--- src/scasm_pkg.sv ---
// constants for the smart-card async serial channel
package scasm_pkg;
	// register offsets
	localparam logic [2:0] OFS_MODE = 3'h0;
	localparam logic [2:0] OFS_BRG = 3'h1;
	localparam logic [2:0] OFS_TXBUF = 3'h2;
	localparam logic [2:0] OFS_RXBUF = 3'h3;
	localparam logic [2:0] OFS_CTRL0 = 3'h4;
	localparam logic [2:0] OFS_CTRL1 = 3'h5;
	localparam logic [2:0] OFS_PIN = 3'h6;
	// mode register fields
	localparam int MODE_SMD_LSB = 0;
	localparam int MODE_CKDIR = 3;
	localparam int MODE_STPS = 4;
	localparam int MODE_PRY = 5;
	localparam int MODE_PRYE = 6;
	localparam logic [2:0] SMD_ASYNC8 = 3'h5;
	// control 0 fields
	localparam int C0_CLK_LSB = 0;
	localparam int C0_FLOW_DIS = 4;
	localparam int C0_OPEN_DRAIN = 5;
	localparam int C0_MSB_FIRST = 7;
	// control 1 fields
	localparam int C1_TX_EN = 0;
	localparam int C1_TX_EMPTY = 1;
	localparam int C1_RX_EN = 2;
	localparam int C1_RX_FULL = 3;
	localparam int C1_TX_IRQ_SRC = 4;
	localparam int C1_INVERT = 6;
	localparam int C1_ERR_SIG_EN = 7;
	// receive buffer status fields
	localparam int RB_OVERRUN = 12;
	localparam int RB_FRAMING = 13;
	localparam int RB_PARITY = 14;
	localparam int RB_ERR_SUM = 15;
	// prescaled clock selections
	localparam logic [1:0] CLK_F1 = 2'h0;
	localparam logic [1:0] CLK_F8 = 2'h1;
	localparam logic [1:0] CLK_F32 = 2'h2;
	// reset values
	localparam logic [7:0] RST_MODE = 8'h00;
	localparam logic [7:0] RST_BRG = 8'h00;
	localparam logic [7:0] RST_CTRL0 = 8'h00;
	localparam logic [7:0] RST_CTRL1 = 8'h00;
	// bit timing in divided-clock ticks
	localparam logic [3:0] TICK_LAST = 4'hF;
	localparam logic [3:0] TICK_MID = 4'h7;
	localparam logic [2:0] BIT_LAST = 3'h7;
	localparam logic [4:0] DIV8_LAST = 5'h07;
	localparam logic [4:0] DIV32_LAST = 5'h1F;
	typedef enum logic [2:0] {TX_IDLE, TX_START, TX_DATA, TX_PAR, TX_STOP, TX_GUARD} scasm_tx_e;
	typedef enum logic [2:0] {RX_IDLE, RX_START, RX_DATA, RX_PAR, RX_STOP, RX_ERRSIG} scasm_rx_e;
endpackage : scasm_pkg

--- src/scasm_chan.sv ---
// smart-card async serial channel: registers, transmitter and receiver
//
// The strobed register port and the address map were decided locally.
`timescale 1ns/10ps
module scasm_chan import scasm_pkg::*; (
	input wire logic clk,
	input wire logic sys_rst,
	input wire logic [2:0] addr,
	input wire logic [15:0] wdata,
	input wire logic wr,
	input wire logic rd,
	output logic [15:0] rdata,
	input wire logic serial_in_pin,
	input wire logic external_baud_clock_pin,
	output logic serial_out_pin,
	output logic serial_out_pin_oe,
	output logic tx_int_req,
	output logic rx_int_req
);
	logic [7:0] mode_reg;
	logic [7:0] brg;
	logic [7:0] ctrl0;
	logic [7:0] ctrl1;
	logic [7:0] tx_buf;
	logic tx_full;
	logic [7:0] rx_buf;
	logic rx_full;
	logic ovr_flag;
	logic frm_flag;
	logic par_flag;
	logic chan_on;
	logic tick;
	logic invert;
	logic msb_first;
	logic par_on;
	logic par_even;
	logic err_sig_en;
	scasm_tx_e tx_st;
	logic [3:0] tx_tc;
	logic [2:0] tx_bc;
	logic [7:0] tx_sh;
	logic tx_line;
	logic tx_load;
	scasm_rx_e rx_st;
	logic [3:0] rx_tc;
	logic [2:0] rx_bc;
	logic [7:0] rx_sh;
	logic rx_par_bad;
	logic rx_in_q;
	logic rx_done;
	logic rx_frm_bad;
	logic err_drive;
	logic next_out;
	logic rx_read;

	// channel only runs in the 8-bit async mode with flow control off
	assign chan_on = (mode_reg[MODE_SMD_LSB +: 3] == SMD_ASYNC8) && ctrl0[C0_FLOW_DIS];
	assign invert = ctrl1[C1_INVERT];
	assign msb_first = ctrl0[C0_MSB_FIRST];
	assign par_on = mode_reg[MODE_PRYE];
	assign par_even = mode_reg[MODE_PRY];
	assign err_sig_en = ctrl1[C1_ERR_SIG_EN];
	assign tx_load = (tx_st == TX_IDLE) && chan_on && ctrl1[C1_TX_EN] && tx_full;
	assign rx_read = rd && (addr == OFS_RXBUF);

	scasm_baud u_baud (
		.clk(clk),
		.sys_rst(sys_rst),
		.run(chan_on),
		.ext_sel(mode_reg[MODE_CKDIR]),
		.clk_sel(ctrl0[C0_CLK_LSB +: 2]),
		.ext_pin(external_baud_clock_pin),
		.divisor(brg),
		.tick(tick)
	);

	// software-written configuration registers
	always_ff @(posedge clk) begin
		if (sys_rst) begin
			mode_reg <= RST_MODE;
			brg <= RST_BRG;
			ctrl0 <= RST_CTRL0;
			ctrl1 <= RST_CTRL1;
		end else if (wr) begin
			case (addr)
				OFS_MODE: mode_reg <= {1'b0, wdata[6:0]};
				OFS_BRG: brg <= wdata[7:0];
				OFS_CTRL0: ctrl0 <= wdata[7:0];
				OFS_CTRL1: ctrl1 <= wdata[7:0];
				default: ;
			endcase
		end
	end

	// transmit buffer; data inverted on write when selected
	always_ff @(posedge clk) begin
		if (sys_rst) begin
			tx_buf <= 8'h00;
			tx_full <= 1'b0;
		end else if (wr && addr == OFS_TXBUF) begin
			tx_buf <= wdata[7:0] ^ {8{invert}};
			tx_full <= 1'b1;
		end else if (tx_load) begin
			tx_full <= 1'b0;
		end
	end

	// transmit state machine, sixteen ticks per bit
	always_ff @(posedge clk) begin
		if (sys_rst) begin
			tx_st <= TX_IDLE;
			tx_tc <= 4'h0;
			tx_bc <= 3'h0;
			tx_sh <= 8'h00;
			tx_line <= 1'b1;
		end else if (!chan_on) begin
			tx_st <= TX_IDLE;
			tx_line <= 1'b1;
		end else if (tx_load) begin
			tx_st <= TX_START;
			tx_tc <= 4'h0;
			tx_bc <= 3'h0;
			tx_sh <= tx_buf;
			tx_line <= 1'b0;
		end else if (tick && tx_st != TX_IDLE) begin
			tx_tc <= tx_tc + 4'h1;
			if (tx_tc == TICK_LAST) begin
				case (tx_st)
					TX_START: begin
						tx_st <= TX_DATA;
						tx_line <= msb_first ? tx_sh[7] : tx_sh[0];
					end
					TX_DATA: begin
						tx_bc <= tx_bc + 3'h1;
						if (tx_bc == BIT_LAST) begin
							tx_st <= par_on ? TX_PAR : TX_STOP;
							tx_line <= par_on ? (^tx_sh ^ ~par_even) : 1'b1;
						end else if (msb_first) begin
							tx_line <= tx_sh[3'h6 - tx_bc];
						end else begin
							tx_line <= tx_sh[tx_bc + 3'h1];
						end
					end
					TX_PAR: begin
						tx_st <= TX_STOP;
						tx_line <= 1'b1;
					end
					TX_STOP: begin
						tx_st <= err_sig_en ? TX_GUARD : TX_IDLE;
						tx_line <= 1'b1;
					end
					TX_GUARD: begin
						tx_st <= TX_IDLE;
					end
					default: tx_st <= TX_IDLE;
				endcase
			end
		end
	end

	// transmit interrupt: buffer-empty on load, or completion of the frame
	always_ff @(posedge clk) begin
		if (sys_rst) begin
			tx_int_req <= 1'b0;
		end else if (!ctrl1[C1_TX_IRQ_SRC]) begin
			tx_int_req <= tx_load;
		end else if (err_sig_en) begin
			tx_int_req <= tick && tx_st == TX_GUARD && tx_tc == TICK_MID;
		end else begin
			tx_int_req <= tick && tx_st == TX_STOP && tx_tc == TICK_LAST;
		end
	end

	// receive state machine, sampling each bit at mid-period
	always_ff @(posedge clk) begin
		if (sys_rst) begin
			rx_st <= RX_IDLE;
			rx_tc <= 4'h0;
			rx_bc <= 3'h0;
			rx_sh <= 8'h00;
			rx_par_bad <= 1'b0;
			rx_in_q <= 1'b1;
			rx_done <= 1'b0;
			rx_frm_bad <= 1'b0;
			err_drive <= 1'b0;
		end else begin
			rx_in_q <= serial_in_pin;
			rx_done <= 1'b0;
			if (!chan_on || !ctrl1[C1_RX_EN]) begin
				rx_st <= RX_IDLE;
				err_drive <= 1'b0;
			end else case (rx_st)
				RX_IDLE: begin
					if (rx_in_q && !serial_in_pin) begin
						rx_st <= RX_START;
						rx_tc <= 4'h0;
						rx_bc <= 3'h0;
						rx_par_bad <= 1'b0;
					end
				end
				RX_START: begin
					if (tick) begin
						rx_tc <= rx_tc + 4'h1;
						if (rx_tc == TICK_MID) begin
							rx_tc <= 4'h0;
							rx_st <= serial_in_pin ? RX_IDLE : RX_DATA;
						end
					end
				end
				RX_DATA: begin
					if (tick) begin
						rx_tc <= rx_tc + 4'h1;
						if (rx_tc == TICK_LAST) begin
							rx_bc <= rx_bc + 3'h1;
							rx_par_bad <= rx_par_bad ^ serial_in_pin;
							if (msb_first) begin
								rx_sh <= {rx_sh[6:0], serial_in_pin};
							end else begin
								rx_sh <= {serial_in_pin, rx_sh[7:1]};
							end
							if (rx_bc == BIT_LAST) begin
								rx_st <= par_on ? RX_PAR : RX_STOP;
							end
						end
					end
				end
				RX_PAR: begin
					if (tick) begin
						rx_tc <= rx_tc + 4'h1;
						if (rx_tc == TICK_LAST) begin
							rx_par_bad <= rx_par_bad ^ serial_in_pin ^ ~par_even;
							rx_st <= RX_STOP;
						end
					end
				end
				RX_STOP: begin
					if (tick) begin
						rx_tc <= rx_tc + 4'h1;
						if (rx_tc == TICK_LAST) begin
							rx_done <= 1'b1;
							rx_frm_bad <= !serial_in_pin;
							rx_tc <= 4'h0;
							if (rx_par_bad && par_on && err_sig_en) begin
								rx_st <= RX_ERRSIG;
								err_drive <= 1'b1;
							end else begin
								rx_st <= RX_IDLE;
							end
						end
					end
				end
				RX_ERRSIG: begin
					if (tick) begin
						rx_tc <= rx_tc + 4'h1;
						if (rx_tc == TICK_LAST) begin
							err_drive <= 1'b0;
							rx_st <= RX_IDLE;
						end
					end
				end
				default: rx_st <= RX_IDLE;
			endcase
		end
	end

	// receive buffer, error flags and receive interrupt
	always_ff @(posedge clk) begin
		if (sys_rst) begin
			rx_buf <= 8'h00;
			rx_full <= 1'b0;
			ovr_flag <= 1'b0;
			frm_flag <= 1'b0;
			par_flag <= 1'b0;
			rx_int_req <= 1'b0;
		end else begin
			rx_int_req <= 1'b0;
			if (rx_done) begin
				rx_buf <= rx_sh;
				rx_full <= 1'b1; // set wins over a same-cycle read
				ovr_flag <= rx_full && !rx_read;
				frm_flag <= rx_frm_bad;
				par_flag <= rx_par_bad && par_on;
				rx_int_req <= !(rx_full && !rx_read);
			end else if (rx_read) begin
				rx_full <= 1'b0;
				ovr_flag <= 1'b0;
			end
		end
	end

	// output pin: error signal overrides transmit; open drain releases highs
	assign next_out = tx_line && !err_drive;
	always_ff @(posedge clk) begin
		if (sys_rst) begin
			serial_out_pin <= 1'b1;
			serial_out_pin_oe <= 1'b1;
		end else begin
			serial_out_pin <= next_out;
			serial_out_pin_oe <= !ctrl0[C0_OPEN_DRAIN] || !next_out;
		end
	end

	// read data, one cycle after the read strobe
	always_ff @(posedge clk) begin
		if (sys_rst) begin
			rdata <= 16'h0000;
		end else if (rd) begin
			case (addr)
				OFS_MODE: rdata <= {8'h00, mode_reg};
				OFS_BRG: rdata <= {8'h00, brg};
				OFS_TXBUF: rdata <= {8'h00, tx_buf};
				OFS_RXBUF: rdata <= {ovr_flag | frm_flag | par_flag, par_flag, frm_flag, ovr_flag,
					4'h0, rx_buf ^ {8{invert}}};
				OFS_CTRL0: rdata <= {8'h00, ctrl0};
				OFS_CTRL1: rdata <= {8'h00, ctrl1[7:4], rx_full, ctrl1[2], !tx_full, ctrl1[0]};
				OFS_PIN: rdata <= {15'h0000, serial_in_pin};
				default: rdata <= 16'h0000;
			endcase
		end else begin
			rdata <= 16'h0000;
		end
	end
endmodule : scasm_chan

--- src/scasm_baud.sv ---
// bit rate generator: prescaler or external clock, then divide by n+1
`timescale 1ns/10ps
module scasm_baud import scasm_pkg::*; (
	input wire logic clk,
	input wire logic sys_rst,
	input wire logic run,
	input wire logic ext_sel,
	input wire logic [1:0] clk_sel,
	input wire logic ext_pin,
	input wire logic [7:0] divisor,
	output logic tick
);
	logic [4:0] pre;
	logic ext_q;
	logic src_en;
	logic [7:0] cnt;

	// prescaler and external edge detect
	always_ff @(posedge clk) begin
		if (sys_rst) begin
			pre <= 5'h00;
			ext_q <= 1'b0;
		end else begin
			pre <= pre + 5'h01;
			ext_q <= ext_pin;
		end
	end

	// source enable for the selected clock
	always_comb begin
		if (ext_sel) begin
			src_en = ext_pin & ~ext_q;
		end else begin
			case (clk_sel)
				CLK_F1: src_en = 1'b1;
				CLK_F8: src_en = (pre[2:0] == DIV8_LAST[2:0]);
				CLK_F32: src_en = (pre == DIV32_LAST);
				default: src_en = 1'b1;
			endcase
		end
	end

	// divide source by divisor plus one, giving sixteen ticks per bit
	always_ff @(posedge clk) begin
		if (sys_rst || !run) begin
			cnt <= 8'h00;
			tick <= 1'b0;
		end else begin
			tick <= 1'b0;
			if (src_en) begin
				if (cnt >= divisor) begin
					cnt <= 8'h00;
					tick <= 1'b1;
				end else begin
					cnt <= cnt + 8'h01;
				end
			end
		end
	end
endmodule : scasm_baud

--- config.mk ---
export PLATFORM = sky130hd
export DESIGN_NAME = scasm_chan
export DESIGN_NICKNAME = d
export VERILOG_FILES = /design/src/scasm_pkg.sv /design/src/scasm_chan.sv /design/src/scasm_baud.sv
export SDC_FILE = /design/constraint.sdc
export NUM_CORES = 1
export LEC_CHECK = 0
export BUFFER_PORTS_ARGS = -buffer_cell sky130_fd_sc_hd__buf_4
export CORE_ASPECT_RATIO = 1.5
export CORE_UTILIZATION = 60
export CTS_BUF_LIST = sky130_fd_sc_hd__clkbuf_8 sky130_fd_sc_hd__clkbuf_16
export DETAILED_ROUTE_END_ITERATION = 16
export HOLD_SLACK_MARGIN = 0.06
export PLACE_DENSITY_LB_ADDON = 0.1
export SETUP_SLACK_MARGIN = 0.15
export SLEW_MARGIN = 20
export SYNTH_ARGS = -nofsm -noshare
export SYNTH_HDL_FRONTEND = slang
export SYNTH_SLANG_ARGS = --single-unit
--- constraint.sdc ---
create_clock -name clk -period 5.1 [get_ports clk]
set_input_delay 0.255 -clock clk [delete_from_list [all_inputs] [get_ports clk]]
set_output_delay 0.255 -clock clk [all_outputs]
set_load 0.05 [all_outputs]
==> flow_metrics.tcl <==
set metrics [dict create \
    arrival_ps 2850 \
    largest_register "rdata" \
    min_period_ps 2550 \
    fin_skew_ps 9.27 \
    synth_edf_count 0 \
    final_cells 851 \
    power_frac_clock 0.534 \
    final_antenna_net_count 0 \
    yosysWarnings 0 \
    synth.avg_cell_area_um2 8.59 \
    fin_tns_setup_ps 0 \
    drive_gt1_frac 0.111 \
    fin_area_um2 6930 \
    fillers 770 \
    intPower_mw 1.83 \
    grt_pass1_vias 4927 \
    synth_area_leaders "dfxtp_1 40%, mux2i_1 6.4%, nand2_1 5.9%" \
    grt_max_degree 85 \
    synth_top_area_cell "dfxtp_1" \
    path_class "register to register" \
    finalMaxSlewViolations 0 \
    die_w_um 84.2 \
    ys_async_sr_fraction 0 \
    fp.dieArea_um2 10500 \
    final_cell_mix "123 x dfxtp_1, 95 x nand2_1, 81 x nor2_1" \
    tritoncts "built" \
    cts_hold_buf 0 \
    relSlewSlack 0.319 \
    start_util 0.624 \
    grt_use_total 0.285 \
    p_seq_frac 0.418 \
    critPathLaunchType "register" \
    grt_pass1_wl_um 23600 \
    status "finished with violations" \
    wl_um 14500 \
    num_vias 5187 \
    cts-root-buf "clkbuf_16" \
    drc 2 \
    cts_buffers 17 \
    p_per_area_nw_per_um2 340 \
    cts_resized 0 \
    firstDrtPassIters 11 \
    tightest_slew_ps 1020 \
    via_per_inst 6.10 \
    yosysUniqueCellTypes 67 \
    post_cts_buffers 0 \
    numClockSinks 123 \
    ys_seq_area_frac 0.405 \
    synth_ff_type "dfxtp_1" \
    place_congestion 0.928 \
    final_common_cell "dfxtp_1" \
    fp.dieH_um 125 \
    finalCritPeriodShare 0.499 \
    fmax_mhz 393 \
    post-place-ws_ps 2540 \
    synthesis.area_um2 6080 \
    r2r_start "tx_bc[0]" \
    dpl-instance-area_um2 6300 \
    io_pins 45 \
    n_antenna_cell 0 \
    end_kind "register" \
    critical_path.startpoint "tx_bc[0]" \
    rows 44 \
    violations "DRC" \
    power_leakage_nw 2.47 \
    antenna_found_initial 0 \
    rsz0062_at_grt "no" \
    fin_worst_hold_slack_ps 67.0 \
    largest_reg_flops 12 \
    fin_nets 769 \
    overflow 0 \
    switching_share 0.225 \
    clkTransAtPathRegs_ps 60 \
    hp-start "external_baud_clock_pin" \
    power_frac_comb 0.047 \
    clock_path_buffers 2 \
    setup_slack_ps 2550 \
    switching_power_mw 0.529 \
    routedWlPerCell_um 17.1 \
    htreeDepth 4 \
    hpwl_um 10100 \
    hold_viol 0 \
    clk_latency_ps 420 \
    ys_seq_elements 123 \
    fp.coreArea_um2 9740 \
    setup_violations 0 \
    area_growth_pct 13.9 \
    dp_cells 819 \
    fin_util 0.711 \
    total_power_mw 2.36 \
    vdd_drop_max_uv 264 \
    io_buffers 32 \
    hp-class "input pin to register" \
    synthDominantCellAreaShare 0.405 \
    drt_iter0_drc 375 \
    maxCapViolCount 0 \
    synthesis.instances 708 \
    cp_max_fo 6 \
    worstPathRequired_ps 5400 \
]
## metal layers
| layer | wire, um | vias up | global-route usage |
|---|---|---|---|
| met1 | 5880 | 2448 | 0.327 |
| li1 | - | 2516 | - |
| met3 | 666 | 50 | 0.0574 |
| met5 | 0 | - | 0 |
| met2 | 7330 | 173 | 0.492 |
| met4 | 635 | 0 | 0.158 |
## layout make-up
class | count | area (um2) | area share
Multi-Input combinational cell | 528 | 3380 | 0.488
Clock buffer | 17 | 425 | 0.0614
Inverter | 21 | 78.8 | 0.0114
Tap cell | 115 | 144 | 0.0208
Sequential cell | 123 | 2460 | 0.355
Timing Repair Buffer | 32 | 240 | 0.0347
Clock inverter | 15 | 199 | 0.0287
## power groups by stage
stage | clock network [mW] | logic, mW | registers [mW]
final | 1.26 | 0.112 | 0.985
after detailed placement | 0 | 0.109 | 1.01
after floorplan | 0 | 0.0789 | 1.00
after CTS | 1.27 | 0.110 | 0.985
after global placement | 0 | 0.108 | 1.00
after global routing | 1.31 | 0.121 | 0.986
## worst max-delay path: stages, from the launching register on
cell and delay [ps]:
dfxtp_1 390, ha_1 260, ha_1 360, mux4_2 510, a2111oi_0 450, o311ai_1 140
a211o_1 320
## cell families after synthesis
kind of cell             share of synthesized area
AND/OR/NAND/NOR                              0.216
AO/OA/AOI/OAI                                0.152
flip-flops                                   0.405
buffers and inverters                       0.0416
multiplexers                                0.0883
XOR/XNOR                                    0.0527
adder cells (fa/ha/maj)                     0.0432
other                                     0.000617
## synthesized netlist by cell type, types with 3 or more instances
| master | n |
|---|---|
| nor2_1 | 81 |
| clkbuf_1 | 20 |
| nor3_1 | 18 |
| xnor2_1 | 26 |
| dfxtp_1 | 123 |
| nor4b_1 | 3 |
| a211oi_1 | 16 |
| nor2b_1 | 17 |
| a21oi_1 | 68 |
| o21ai_0 | 9 |
| mux2i_1 | 39 |
| nand2_1 | 95 |
| a31oi_1 | 3 |
| buf_1 | 10 |
| and3_1 | 6 |
| mux4_2 | 5 |
| xor2_1 | 8 |
| inv_1 | 21 |
| a22oi_1 | 6 |
| nand4b_1 | 3 |
| nand3_1 | 17 |
| a2111oi_0 | 3 |
| mux2_2 | 3 |
| ha_1 | 21 |
| and2_1 | 7 |
| o22ai_1 | 4 |
| nand2b_1 | 9 |
| buf_4 | 4 |
| buf_2 | 4 |
| a21o_1 | 3 |
| nand4_1 | 10 |
## worst paths after layout
| path | endpoint | depth (start not counted) | slack (ps) |
|---|---|---|---|
| min reg2reg | serial_out_pin_oe | 1 | 430 |
| max reg2reg | tx_line | 6 | 2550 |
| min | u_baud.ext_q | 2 | 70 |
| max | tx_line | 6 | 2550 |
No activity file was read; power rests on OpenSTA's default activity.
